===== src/hw/handler_sort_consts.svh =====
// timing counts, class and point counts and result codes for the handler sort interface
`ifndef HANDLER_SORT_CONSTS_SVH
`define HANDLER_SORT_CONSTS_SVH

`define CLOCK_MHZ 200
`define TRIG_MIN_WIDTH_NS 1000
`define TRIG_DELAY_US 200
`define TRIG_DELAY_CYCLES (`TRIG_DELAY_US * `CLOCK_MHZ)
`define COMPARE_TIME_US 1000
`define COMPARE_CYCLES (`COMPARE_TIME_US * `CLOCK_MHZ)
`define DISP_MEAS_US 8000
`define DISP_CLASS_NUM_US 5000
`define DISP_CLASS_COUNT_US 500
`define DISP_MEAS_CYCLES (`DISP_MEAS_US * `CLOCK_MHZ)
`define DISP_CLASS_NUM_CYCLES (`DISP_CLASS_NUM_US * `CLOCK_MHZ)
`define DISP_CLASS_COUNT_CYCLES (`DISP_CLASS_COUNT_US * `CLOCK_MHZ)
`define CLASS_COUNT 9
`define SWEEP_POINTS 10
`define RESULT_REJECT 4'hA
`define RESULT_AUX 4'hB

`endif


===== src/hw/handler_sort_pkg.sv =====
// shared types for the handler sort interface
package handler_sort_pkg;
    typedef enum logic [1:0] {
        PAGE_MEASUREMENT,
        PAGE_CLASS_NUMBER,
        PAGE_CLASS_COUNT
    } display_page_e;

    typedef enum logic [1:0] {
        MODE_CLASS_COMPARE,
        MODE_SWEEP_SEQUENTIAL,
        MODE_SWEEP_PER_POINT
    } compare_mode_e;
endpackage


===== src/hw/cycle_timer.sv =====
// down counter that pulses when a loaded count has elapsed
`timescale 1ns/10ps
module cycle_timer (
    input wire logic clock,
    input wire logic reset,
    input wire logic load,
    input wire logic [23:0] count,
    output logic done
);
    logic [23:0] remain_reg;
    logic running_reg;

    always_ff @(posedge clock) begin
        if (reset) begin
            remain_reg <= 24'h000000;
            running_reg <= 1'b0;
        end else if (load) begin
            remain_reg <= count;
            running_reg <= 1'b1;
        end else if (running_reg) begin
            if (remain_reg <= 24'h000001) begin
                running_reg <= 1'b0;
            end
            remain_reg <= remain_reg - 24'h000001;
        end
    end

    // no load term: load is made from done
    assign done = running_reg && (remain_reg <= 24'h000001);
endmodule


===== src/hw/trigger_edge_detect.sv =====
// rising-edge detector for the external trigger, gated by the trigger source
`timescale 1ns/10ps
module trigger_edge_detect (
    input wire logic clock,
    input wire logic reset,
    input wire logic externalTriggerInput,
    input wire logic externalSource,
    output logic triggerPulse
);
    logic lastLevel_reg;

    // trigger is taken as synchronous; only the level history is kept
    always_ff @(posedge clock) begin
        if (reset) begin
            lastLevel_reg <= 1'b0;
        end else begin
            lastLevel_reg <= externalTriggerInput;
        end
    end

    assign triggerPulse = externalSource && externalTriggerInput
        && !lastLevel_reg;
endmodule


===== src/hw/handler_sort_interface.sv =====
// handler port: trigger, key lock, sort outputs and done strobes
//
// What this block does
// - every handler output except busy is active low; asserted means driven low.
// - with external trigger source, each rising trigger edge while idle starts a test.
// - panel-lock input or handler use masks all front-panel keys.
// - class mode reports each part on one class, reject or aux line.
// - above-high flag in class mode when primary value exceeds the upper class limit.
// - below-low flag in class mode when primary value falls under the lower limit.
// - secondary-reject flag when the result lies outside valid range.
// - alarm output asserted while the measurement circuit is interrupted.
// - analog-done strobe as soon as the analog test portion completes.
// - comparison outputs not valid between analog-done and measure-done.
// - measure-done only once data and comparison results are valid.
// - trigger to measurement start is 200 us up to display plus 200 us.
// - limit comparison completes in about one millisecond.
// - display time is 8 ms, 5 ms or 0.5 ms by active page.
// - in sweep, class lines plus reject show per-point in or out.
// - in sweep, auxiliary line gives the overall pass or fail verdict.
// - in sweep, per-point outputs are driven after the whole sweep.
// - sequential sweep: analog-done after the final point's analog test.
// - sequential sweep: measure-done after all tasks and results valid.
// - per-point sweep: analog-done after the first point's analog test, held until the next trigger.
// - per-point sweep: measure-done once every point has been tested.
`timescale 1ns/10ps
`include "handler_sort_consts.svh"
module handler_sort_interface
    import handler_sort_pkg::*;
(
    input wire logic clock,
    input wire logic reset,
    // trigger and lock inputs from the handler
    input wire logic externalTriggerInput,
    input wire logic panelLockInput,
    input wire logic externalSource,
    input wire logic [3:0] frontPanelKeys,
    output logic [3:0] acceptedKeys,
    // configuration
    input wire compare_mode_e compareMode,
    input wire display_page_e displayPage,
    input wire logic [3:0] sweepPointCount,
    input wire logic handlerEnable,
    // measurement engine handshake
    output logic measureStart,
    input wire logic analogDone,
    input wire logic [15:0] primaryValue,
    input wire logic resultInRange,
    input wire logic circuitOpen,
    // limit table
    input wire logic [15:0] classUpper [`CLASS_COUNT],
    input wire logic [15:0] classLower [`CLASS_COUNT],
    input wire logic [15:0] auxUpper,
    input wire logic [15:0] auxLower,
    input wire logic [15:0] pointUpper,
    input wire logic [15:0] pointLower,
    // active-low handler outputs, plus the active-high busy flag
    output logic [8:0] sortClassOutputs_n,
    output logic rejectOutput_n,
    output logic auxOutput_n,
    output logic primaryAboveHighFlag_n,
    output logic primaryBelowLowFlag_n,
    output logic secondaryRejectFlag_n,
    output logic alarmOutput_n,
    output logic analogDoneStrobe_n,
    output logic measurementDoneStrobe_n,
    output logic busy
);
    // ==========================================================
    // types and helpers
    typedef enum logic [2:0] {
        ST_IDLE,
        ST_DELAY,
        ST_MEASURE,
        ST_COMPARE,
        ST_DISPLAY
    } phase_e;

    function automatic logic inLimits(input logic [15:0] v,
                                      input logic [15:0] lo,
                                      input logic [15:0] hi);
        inLimits = (v >= lo) && (v <= hi);
    endfunction

    function automatic logic [23:0] displayCycles(input display_page_e p);
        case (p)
            PAGE_MEASUREMENT: displayCycles = 24'(`DISP_MEAS_CYCLES);
            PAGE_CLASS_NUMBER: displayCycles = 24'(`DISP_CLASS_NUM_CYCLES);
            PAGE_CLASS_COUNT: displayCycles = 24'(`DISP_CLASS_COUNT_CYCLES);
            default: displayCycles = 24'(`DISP_MEAS_CYCLES);
        endcase
    endfunction

    phase_e phase_reg;
    logic [3:0] pointIndex_reg;
    logic [9:0] pointFail_reg;
    logic [8:0] classOut_reg;
    logic rejectOut_reg;
    logic auxOut_reg;
    logic aboveHigh_reg;
    logic belowLow_reg;
    logic secReject_reg;
    logic resultsValid_reg;
    logic analogStrobe_reg;
    logic doneStrobe_reg;
    logic alarm_reg;
    logic timerLoad;
    logic [23:0] timerCount;
    logic timerDone;
    logic triggerPulse;
    logic acceptTrigger;
    logic sweepMode;
    logic lastPoint;
    logic [3:0] lastIndex;
    logic [8:0] classHit;
    logic [3:0] firstClass;

    // ==========================================================
    // trigger and timing submodules
    trigger_edge_detect edgeDetect (
        .clock(clock),
        .reset(reset),
        .externalTriggerInput(externalTriggerInput),
        .externalSource(externalSource),
        .triggerPulse(triggerPulse)
    );

    cycle_timer phaseTimer (
        .clock(clock),
        .reset(reset),
        .load(timerLoad),
        .count(timerCount),
        .done(timerDone)
    );

    // back-to-back triggers are fine once the previous test is done
    assign acceptTrigger = triggerPulse && (phase_reg == ST_IDLE);
    assign sweepMode = (compareMode != MODE_CLASS_COMPARE);
    assign lastIndex = (sweepPointCount == 4'h0) ? 4'h0
        : sweepPointCount - 4'h1;
    assign lastPoint = !sweepMode || (pointIndex_reg >= lastIndex);
    assign busy = (phase_reg != ST_IDLE);

    // ==========================================================
    // key lock
    always_ff @(posedge clock) begin
        if (reset) begin
            acceptedKeys <= 4'h0;
        end else if (panelLockInput || handlerEnable) begin
            acceptedKeys <= 4'h0;
        end else begin
            acceptedKeys <= frontPanelKeys;
        end
    end

    // ==========================================================
    // phase timer loading
    always_comb begin
        timerLoad = 1'b0;
        timerCount = 24'h000001;
        if (acceptTrigger) begin
            timerLoad = 1'b1;
            timerCount = 24'(`TRIG_DELAY_CYCLES);
        end else if (phase_reg == ST_MEASURE && analogDone && lastPoint) begin
            timerLoad = 1'b1;
            timerCount = 24'(`COMPARE_CYCLES);
        end else if (phase_reg == ST_MEASURE && analogDone) begin
            timerLoad = 1'b1;
            timerCount = 24'(`TRIG_DELAY_CYCLES);
        end else if (phase_reg == ST_COMPARE && timerDone) begin
            timerLoad = 1'b1;
            timerCount = displayCycles(displayPage);
        end
    end

    // ==========================================================
    // sequencing: delay, measure each point, compare, display
    always_ff @(posedge clock) begin
        if (reset) begin
            phase_reg <= ST_IDLE;
            measureStart <= 1'b0;
            pointIndex_reg <= 4'h0;
        end else begin
            measureStart <= 1'b0;
            case (phase_reg)
                ST_IDLE: begin
                    if (acceptTrigger) begin
                        phase_reg <= ST_DELAY;
                        pointIndex_reg <= 4'h0;
                    end
                end
                ST_DELAY: begin
                    if (timerDone) begin
                        measureStart <= 1'b1;
                        phase_reg <= ST_MEASURE;
                    end
                end
                ST_MEASURE: begin
                    if (analogDone) begin
                        if (lastPoint) begin
                            phase_reg <= ST_COMPARE;
                        end else begin
                            pointIndex_reg <= pointIndex_reg + 4'h1;
                            phase_reg <= ST_DELAY;
                        end
                    end
                end
                ST_COMPARE: begin
                    if (timerDone) begin
                        phase_reg <= ST_DISPLAY;
                    end
                end
                ST_DISPLAY: begin
                    if (timerDone) begin
                        phase_reg <= ST_IDLE;
                    end
                end
                default: phase_reg <= ST_IDLE;
            endcase
        end
    end

    // ==========================================================
    // per-point sweep verdicts gathered as each point completes
    always_ff @(posedge clock) begin
        if (reset) begin
            pointFail_reg <= 10'h000;
        end else if (acceptTrigger) begin
            pointFail_reg <= 10'h000;
        end else if (phase_reg == ST_MEASURE && analogDone && sweepMode
                     && pointIndex_reg < 4'(`SWEEP_POINTS)) begin
            pointFail_reg[pointIndex_reg] <=
                !inLimits(primaryValue, pointLower, pointUpper);
        end
    end

    // ==========================================================
    // class sorting: first class whose window holds the value
    always_comb begin
        firstClass = `RESULT_REJECT;
        for (int i = `CLASS_COUNT - 1; i >= 0; i--) begin
            classHit[i] = inLimits(primaryValue, classLower[i], classUpper[i]);
            if (classHit[i]) begin
                firstClass = 4'(i);
            end
        end
    end

    // ==========================================================
    // result outputs: cleared at trigger, loaded at end of compare
    always_ff @(posedge clock) begin
        if (reset || acceptTrigger) begin
            classOut_reg <= 9'h000;
            rejectOut_reg <= 1'b0;
            auxOut_reg <= 1'b0;
            aboveHigh_reg <= 1'b0;
            belowLow_reg <= 1'b0;
            secReject_reg <= 1'b0;
            resultsValid_reg <= 1'b0;
        end else if (phase_reg == ST_COMPARE && timerDone) begin
            resultsValid_reg <= 1'b1;
            secReject_reg <= !resultInRange;
            if (sweepMode) begin
                classOut_reg <= pointFail_reg[8:0];
                rejectOut_reg <= pointFail_reg[9];
                auxOut_reg <= |pointFail_reg;
                aboveHigh_reg <= 1'b0;
                belowLow_reg <= 1'b0;
            end else begin
                // limits are the outer edges of classes one and nine
                aboveHigh_reg <=
                    primaryValue > classUpper[`CLASS_COUNT - 1];
                belowLow_reg <= primaryValue < classLower[0];
                if (!resultInRange) begin
                    rejectOut_reg <= 1'b1;
                end else if (firstClass != `RESULT_REJECT) begin
                    classOut_reg <= 9'h001 << firstClass;
                end else if (inLimits(primaryValue, auxLower, auxUpper)) begin
                    auxOut_reg <= 1'b1;
                end else begin
                    rejectOut_reg <= 1'b1;
                end
            end
        end
    end

    // ==========================================================
    // handshake strobes
    always_ff @(posedge clock) begin
        if (reset || acceptTrigger) begin
            analogStrobe_reg <= 1'b0;
        end else if (phase_reg == ST_MEASURE && analogDone) begin
            case (compareMode)
                MODE_SWEEP_PER_POINT: analogStrobe_reg <= 1'b1;
                MODE_SWEEP_SEQUENTIAL:
                    analogStrobe_reg <= lastPoint;
                default: analogStrobe_reg <= 1'b1;
            endcase
        end
    end

    always_ff @(posedge clock) begin
        if (reset || acceptTrigger) begin
            doneStrobe_reg <= 1'b0;
        end else if (phase_reg == ST_COMPARE && timerDone) begin
            // one cycle after results load would lag; assert with them
            doneStrobe_reg <= 1'b1;
        end
    end

    always_ff @(posedge clock) begin
        if (reset) begin
            alarm_reg <= 1'b0;
        end else begin
            alarm_reg <= circuitOpen;
        end
    end

    // ==========================================================
    // active-low drive; results hidden until they are valid
    always_comb begin
        sortClassOutputs_n = ~(classOut_reg & {9{resultsValid_reg}});
        rejectOutput_n = ~(rejectOut_reg & resultsValid_reg);
        auxOutput_n = ~(auxOut_reg & resultsValid_reg);
        primaryAboveHighFlag_n = ~(aboveHigh_reg & resultsValid_reg);
        primaryBelowLowFlag_n = ~(belowLow_reg & resultsValid_reg);
        secondaryRejectFlag_n = ~(secReject_reg & resultsValid_reg);
        alarmOutput_n = ~alarm_reg;
        analogDoneStrobe_n = ~analogStrobe_reg;
        measurementDoneStrobe_n = ~doneStrobe_reg;
    end
endmodule


===== config.mk =====
export PLATFORM = sky130hd
export DESIGN_NAME = handler_sort_interface
export DESIGN_NICKNAME = d
export VERILOG_FILES = /design/src/hw/handler_sort_pkg.sv /design/src/hw/cycle_timer.sv /design/src/hw/trigger_edge_detect.sv /design/src/hw/handler_sort_interface.sv
export VERILOG_INCLUDE_DIRS = /design/src /design/src/hw
export SDC_FILE = /design/constraint.sdc
export NUM_CORES = 1
export LEC_CHECK = 0
export BUFFER_PORTS_ARGS = -buffer_cell sky130_fd_sc_hd__buf_2
export CAP_MARGIN = 20
export CORE_ASPECT_RATIO = 0.8
export CORE_UTILIZATION = 53
export DETAILED_ROUTE_END_ITERATION = 10
export PLACE_DENSITY_LB_ADDON = 0.1
export SETUP_SLACK_MARGIN = 0.4
export SLEW_MARGIN = 10
export SYNTH_ARGS = -nofsm -noshare
export SYNTH_HDL_FRONTEND = slang
export SYNTH_SLANG_ARGS = --single-unit

===== constraint.sdc =====
create_clock -name clock -period 3.3 [get_ports clock]
set_input_delay 0.165 -clock clock [delete_from_list [all_inputs] [get_ports clock]]
set_output_delay 0.165 -clock clock [all_outputs]
set_load 0.005 [all_outputs]

; ---- Yosys cells after proc, flatten, opt, wreduce, memory -nomap -nowiden
; Cells that the tools add are included.
[word_totals]
output_inout_bits = 23
wordCells = 182
reg_bits = 65
in_bits = 389
[op_classes]
n_eq_ne = 17
n_addsub = 3
n_reduce_logical = 46
muxes = 53
n_shift = 1
n_lt_le_gt_ge = 29
bitwise_logic = 16
[ops]
columns = cell, count
row1 = 16-bit >= comparator, 11
row2 = 16-bit <= comparator, 11
row3 = 21-bit 2-to-1 mux, 4
row4 = 24-bit 2-to-1 mux, 2
row5 = 4-bit 2-to-1 mux, 12
row6 = 21-bit one-hot mux with 2 select lines, 1
row7 = 9-bit 2-to-1 mux, 3
row8 = "24-bit by 1-bit <= comparator with 1-bit output, second input constant", 1
row9 = "24-bit by 1-bit subtractor with 24-bit output, second input constant", 1
row10 = 1-bit logical AND, 21
row11 = 1-bit 2-to-1 mux, 20
row12 = 16-bit greater-than comparator, 1
row13 = 16-bit < comparator, 1
row14 = 3-bit 2-to-1 mux, 5
row15 = 3-bit one-hot mux with 5 select lines, 1
row16 = "2-bit inequality test, second input constant", 7
row17 = 2-bit nonzero test, 6
row18 = 10-bit bitwise mux, 1
row19 = 10-bit OR reduction, 1
row20 = 9-bit AND, 1
row21 = 1-bit NOT, 9
row22 = 9-bit NOT, 1
row23 = "1-bit by 4-bit left shift with 9-bit output, first input constant", 1
row24 = 4-bit one-hot mux with 2 select lines, 1
row25 = 25 further kinds, 42

; ---- Logic depth before layout (Yosys ltp)
[logic_depth]
depth_word = 15
mapped_depth = 12
mapped_depth_nobuf = 12

; ---- By module
; From an unflattened synthesis, not the netlist that was laid out.
[unflattened]
cells_unflattened = 1665
area_unflattened_um2 = 12453.2
[by_module_without_submodules]
columns = mod, n_inst, cells_each, seq_area_each_um2, area_per_inst_um2
row1 = handler_sort_interface, 1, 1477, 780.7, 10944.2
row2 = cycle_timer, 1, 185, 500.5, 1473.9
row3 = trigger_edge_detect, 1, 3, 20.0, 35.0

; ---- Least setup slack after synthesis
; OpenSTA, ideal clock, no wires.
[synth_path]
path_type = in2reg
start = input primaryValue[0]
end = register classOut_reg[0]
required_time_ns = 3.172
t_arrival_ns = 2.660
path_stages = 12
setup_time_ns = 0.128
n_path_buf = 1
path_slack_ns = 0.513
path_cell_list = inv_1 ha_1 nor3b_1 o21ai_0 o211ai_1 a21oi_1 o311ai_0 nand3_1 o31ai_2 buf_6 mux2i_1 nor2_1
[synth_between]
elab_chain_cells = 15
word_cells_on_any_way = 43
classes_between = 18 x order compare / 1 x eq/ne / 1 x shift / 12 x mux / 11 x reduce/logical
[synth_lines]
columns = item, line_no
row1 = "start, declared", handler_sort_interface.sv:46  ; input wire logic [15:0] primaryValue,
row2 = 16-bit >= comparator / 16-bit <= comparator (equally long branches), handler_sort_interface.sv:81  ; inLimits = (v >= lo) && (v <= hi);
row3 = 1-bit logical AND, handler_sort_interface.sv:81
row4 = 2-bit 2-to-1 mux, handler_sort_interface.sv:242  ; if (classHit[i]) begin
row5 = 4-bit 2-to-1 mux (7 in series), handler_sort_interface.sv:242
row6 = 4-bit 2-to-1 mux *, handler_sort_interface.sv:242
row7 = 1-bit by 4-bit left shift with 9-bit output, handler_sort_interface.sv:276  ; classOut_reg <= 9'h001 << firstClass;
row8 = 9-bit 2-to-1 mux, handler_sort_interface.sv:275  ; end else if (firstClass != `RESULT_REJECT) begin
row9 = 9-bit 2-to-1 mux, handler_sort_interface.sv:273  ; if (!resultInRange) begin
row10 = 9-bit 2-to-1 mux, handler_sort_interface.sv:262  ; if (sweepMode) begin
row11 = "end signal, assigned", handler_sort_interface.sv:263  ; classOut_reg <= pointFail_reg[8:0];
row12 = "end signal, assigned", handler_sort_interface.sv:276
row13 = "end, declared", handler_sort_interface.sv:96  ; logic [8:0] classOut_reg;
; Mark *: on every way between the ends. The rest lies on a longest branch, timed or not. The select of a mux whose other input is x is not followed.
; A chain may end at the register's enable or synchronous reset.

; ---- Worst setup path after layout
[layout_path]
start = input primaryValue[7]
end = register classOut_reg[3]
; Same word-level chain as after synthesis.

==> run summary <==
The flow ran to the end, and the final reports show no timing, DRC or antenna violations. The clock passes through at most 2 buffers. Yosys mapped a number of flops with a built-in enable equal to 0. Dividing the final minimum period by the clock period gives 85.1%.

The library cell used most frequently in the layout, excluding fill and tap cells, is buf_2. The run gives 2385 as the number of placed instances with taps included. The tree is rooted in a clkbuf_16. Number of synthesis warnings: 0. The register with the most flip-flops in the layout has 24 of them. The tools report the type of element launching the critical path as an input pin. The total clock buffers created by CTS is 9, and the DRC violation total after the first TritonRoute iteration is 983. The logs give 0.000252 V for the maximum VDD drop and 0.0286 ns for the worst hold slack after final layout. The logs give 65 for the total number of clock tree sinks and 74 for the count of unique library cells instantiated by Yosys.

The area growth from synthesis to layout is 24.9%. The count of cells along the worst register-to-register path came out at 8. The worst hold endpoint was acceptedKeys[2]$_SDFF_PP0_. The critical path arrival is 3.01 ns. For this run, the number of standard cells in the final layout without fillers is 2405.

The via-per-instance ratio came out at 5.61. The design draws 0.00366 W. The share of final-layout standard cells stronger than drive strength 1 is 23.3%. For this run, the leading register cell type out of synthesis is dfxtp_1. The clock-pin slew on the worst setup and hold paths is 0.05 ns, and the top fanout value on the critical path is 11.

For the maximum clock rate, the log shows 0.356 GHz. At the pin with the least slew margin, the transition time is 0.811 ns. In this run the core area contains 49 standard-cell rows.

The number of buffers inserted by port buffering came out at 411. For this block, the routed nets add up to 44.0 mm of wire. The detailed-routing iteration count for the pre-antenna-repair pass is 6. For the total via count in the routed design, the log shows 13500.

In this run the power density over the cells is 239 nW/um^2. For the worst setup path, the data required time is 3.50 ns. TritonCTS built the clock tree. For this run, the post-layout net count is 2845.

The worst setup path is captured at a flip-flop. The HPWL after detailed placement is 36.8 mm. The final number of max-transition violations is 0, and the core box area is 22600 um^2. For this run, the total global-route usage over all layers was measured as 36.3%. The sum of negative setup slack was 0 ns; the post-synthesis instance total was 1655. Across the run, the number of max-cap violations was 0. The analysis attributes to cell leakage a power of 8.94 nW. The worst clock skew was 0.00752 ns; the mean instance size in the synthesized netlist was 7.40 um^2. The number of nets in the synthesized netlist is 2409.

The initial utilization of the core area, before any placement, comes to 54.3%. The run gives 12300 um^2 as the cell area after technology mapping. Global routing finished with a remaining overflow of 0. Class of the most critical setup path: input pin to flip-flop.

Worst slew margin relative to its limit: 45.9%. In this run the critical register-to-register path is launched from phaseTimer.remain_reg[2]$_SDFFE_PP0P_. Type of the worst min-delay path: input pin to flip-flop. Cells fill 67.8% of the core in the end. For the setup violation total in the final timing report, the log shows 0. The run gives 12900 as the number of global-route vias before repair.

For this design, the CTS-stage hold fixing added 0 buffers. The number of antenna violations at the first check in global routing came out at 4. The floorplan step defined a die boundary enclosing 23700 um^2. Once detail routing completed, the nets flagged for antenna violations numbered 0.

The worst path in the final design needs a cycle of 2.81 ns, including I/O delays and setup. In this run the horizontal extent of the chip is 172 um. CTS built an H-tree with a depth of 3. After synthesis the netlist holds a flip-flop and latch count of 65. From bottom edge to top edge, the die measures 138 um. The run gives 0 as the number of hold-slack violations in the final timing report. The logs give 0.983 for the global placer's final weighted congestion and 0.34 ns for the insertion delay to the later sink of the worst-skew pair. After global routing, the most crowded layer is met2. The global routing met3 resource utilization came out at 5.41%. Setup slack on the worst reg-to-reg path comes out at 0.56 ns.

First-pass GRT wire length: 66.6 mm. For the largest net degree at the start of global routing, the log shows 30. Setup repair after global routing left no endpoint under its margin.

The number of cells traversed by the worst hold path was 2. The global routing met2 resource utilization is 60.8%, and the fraction of registers with async set/reset is 0%. The layout filler cell count came out at 2068. The number of top-level design ports was 412. The worst hold path begins at frontPanelKeys[2].

The run gives 46.1% as the met1 track utilization from global routing. The logs give 0 for the count of unresolved DRC violations after routing and 10.6% for the portion of the post-synthesis area used by sequential elements. In the final routed layout, each cell accounts on average for 18.3 um. The library cells used most frequently in the layout, excluding fill and tap cells, are 403 x buf_2, 366 x inv_1, 365 x ha_1. The worst register-to-register path ends at belowLow_reg$_SDFFE_PP0P_.
[per-stage QoR]
stage | area [um^2] | setup slack (ns)
finish | 15300 | 0.493
global route | 15300 | 0.408
CTS | 15200 | 0.410
detailed placement | 14900 | 0.0982
global placement | 14900 | 0.201
floorplan | 12300 | 0.513
[kinds of logic (layout without fill, tap and decap cells)]
family	count (synthesis)	in the layout	share of synthesized area (%)
other	0	4	0
AO/OA/AOI/OAI	392	392	20.6
multiplexers	7	7	0.582
AND/OR/NAND/NOR	429	429	18.1
adder cells (fa/ha/maj)	365	365	37.3
XOR/XNOR	13	13	0.929
buffers and inverters	384	824	11.9
flip-flops	65	65	10.6
[layer usage]
metal	share of wire [%]	wire, um	up-vias
met2	46	20200	619
met3	7.4	3240	110
met4	3.7	1650	0
met1	43	18900	6080
met5	0	0	-
li1	-	-	6688
[power by group]
part	total, W	switching, W	internal [W]
Combinational	0.00184	0.00103	0.000805
Clock	0.000961	0.000362	0.000599
Sequential	0.000861	0.0000435	0.000818
Total	0.00366	0.00144	0.00222
[layout make-up]
| cell class | count | area (um^2) | share of cell area, % |
|---|---|---|---|
| Multi-Input combinational cell | 1206 | 9580 | 62.6 |
| Tap cell | 306 | 383 | 2.50 |
| Inverter | 366 | 1370 | 8.98 |
| Sequential cell | 65 | 1300 | 8.50 |
| Clock inverter | 5 | 56.3 | 0.368 |
| Clock buffer | 10 | 239 | 1.56 |
| Antenna cell | 4 | 10.0 | 0.0654 |
| Timing Repair Buffer | 443 | 2370 | 15.5 |
[cell usage after synthesis, types with 9 or more instances]
master,number,share of area [%]
nor2b_1,21,1.1
xnor2_1,9,0.64
o21ai_0,61,2.5
a211oi_1,21,1.3
dfxtp_1,65,11
a21oi_1,139,5.7
clkbuf_1,12,0.37
and2_1,9,0.46
a31oi_1,10,0.51
inv_1,366,11
nand2_1,97,3.0
a21o_1,52,3.2
nor3_1,34,1.4
nand2b_1,20,1.0
o211ai_1,16,0.98
nand4_1,55,2.8
o21a_1,17,1.0
ha_1,365,37
nand3_1,27,1.1
nor4_1,15,0.77
nor2_1,110,3.4
[worst max path at each step]
stage                                                     start                           end  slack, ns  cells after the start
after global placement                         primaryValue[13]  classOut_reg[2]$_SDFFE_PP0P_       0.20                     12
after global routing                            primaryValue[7]  classOut_reg[3]$_SDFFE_PP0P_       0.41                     12
after CTS                 phaseTimer.remain_reg[2]$_SDFFE_PP0P_     belowLow_reg$_SDFFE_PP0P_       0.41                      8
final                                           primaryValue[7]  classOut_reg[3]$_SDFFE_PP0P_       0.49                     12
after floorplan                                 primaryValue[0]  classOut_reg[0]$_SDFFE_PP0P_       0.51                     12
after detailed placement                        primaryValue[1]  classOut_reg[3]$_SDFFE_PP0P_        0.1                     13
[worst max-delay path, stage by stage]
cell and delay (ns):
clkbuf_4 0.20, ha_1 0.33, and3_4 0.16, a221o_1 0.33, or4b_1 0.46, a31oi_1 0.15
or3_2 0.22, nand4_4 0.15, o31ai_2 0.29, buf_4 0.24, mux2i_1 0.24, nor2_1 0.06
[what timing repair did]
item                       4_1_cts  5_1_grt
setup endpoints to repair        1       21
resized for setup                1       27
setup buffers                    0        1
pin swaps                        0        4
(Power assumes the default switching activity.)
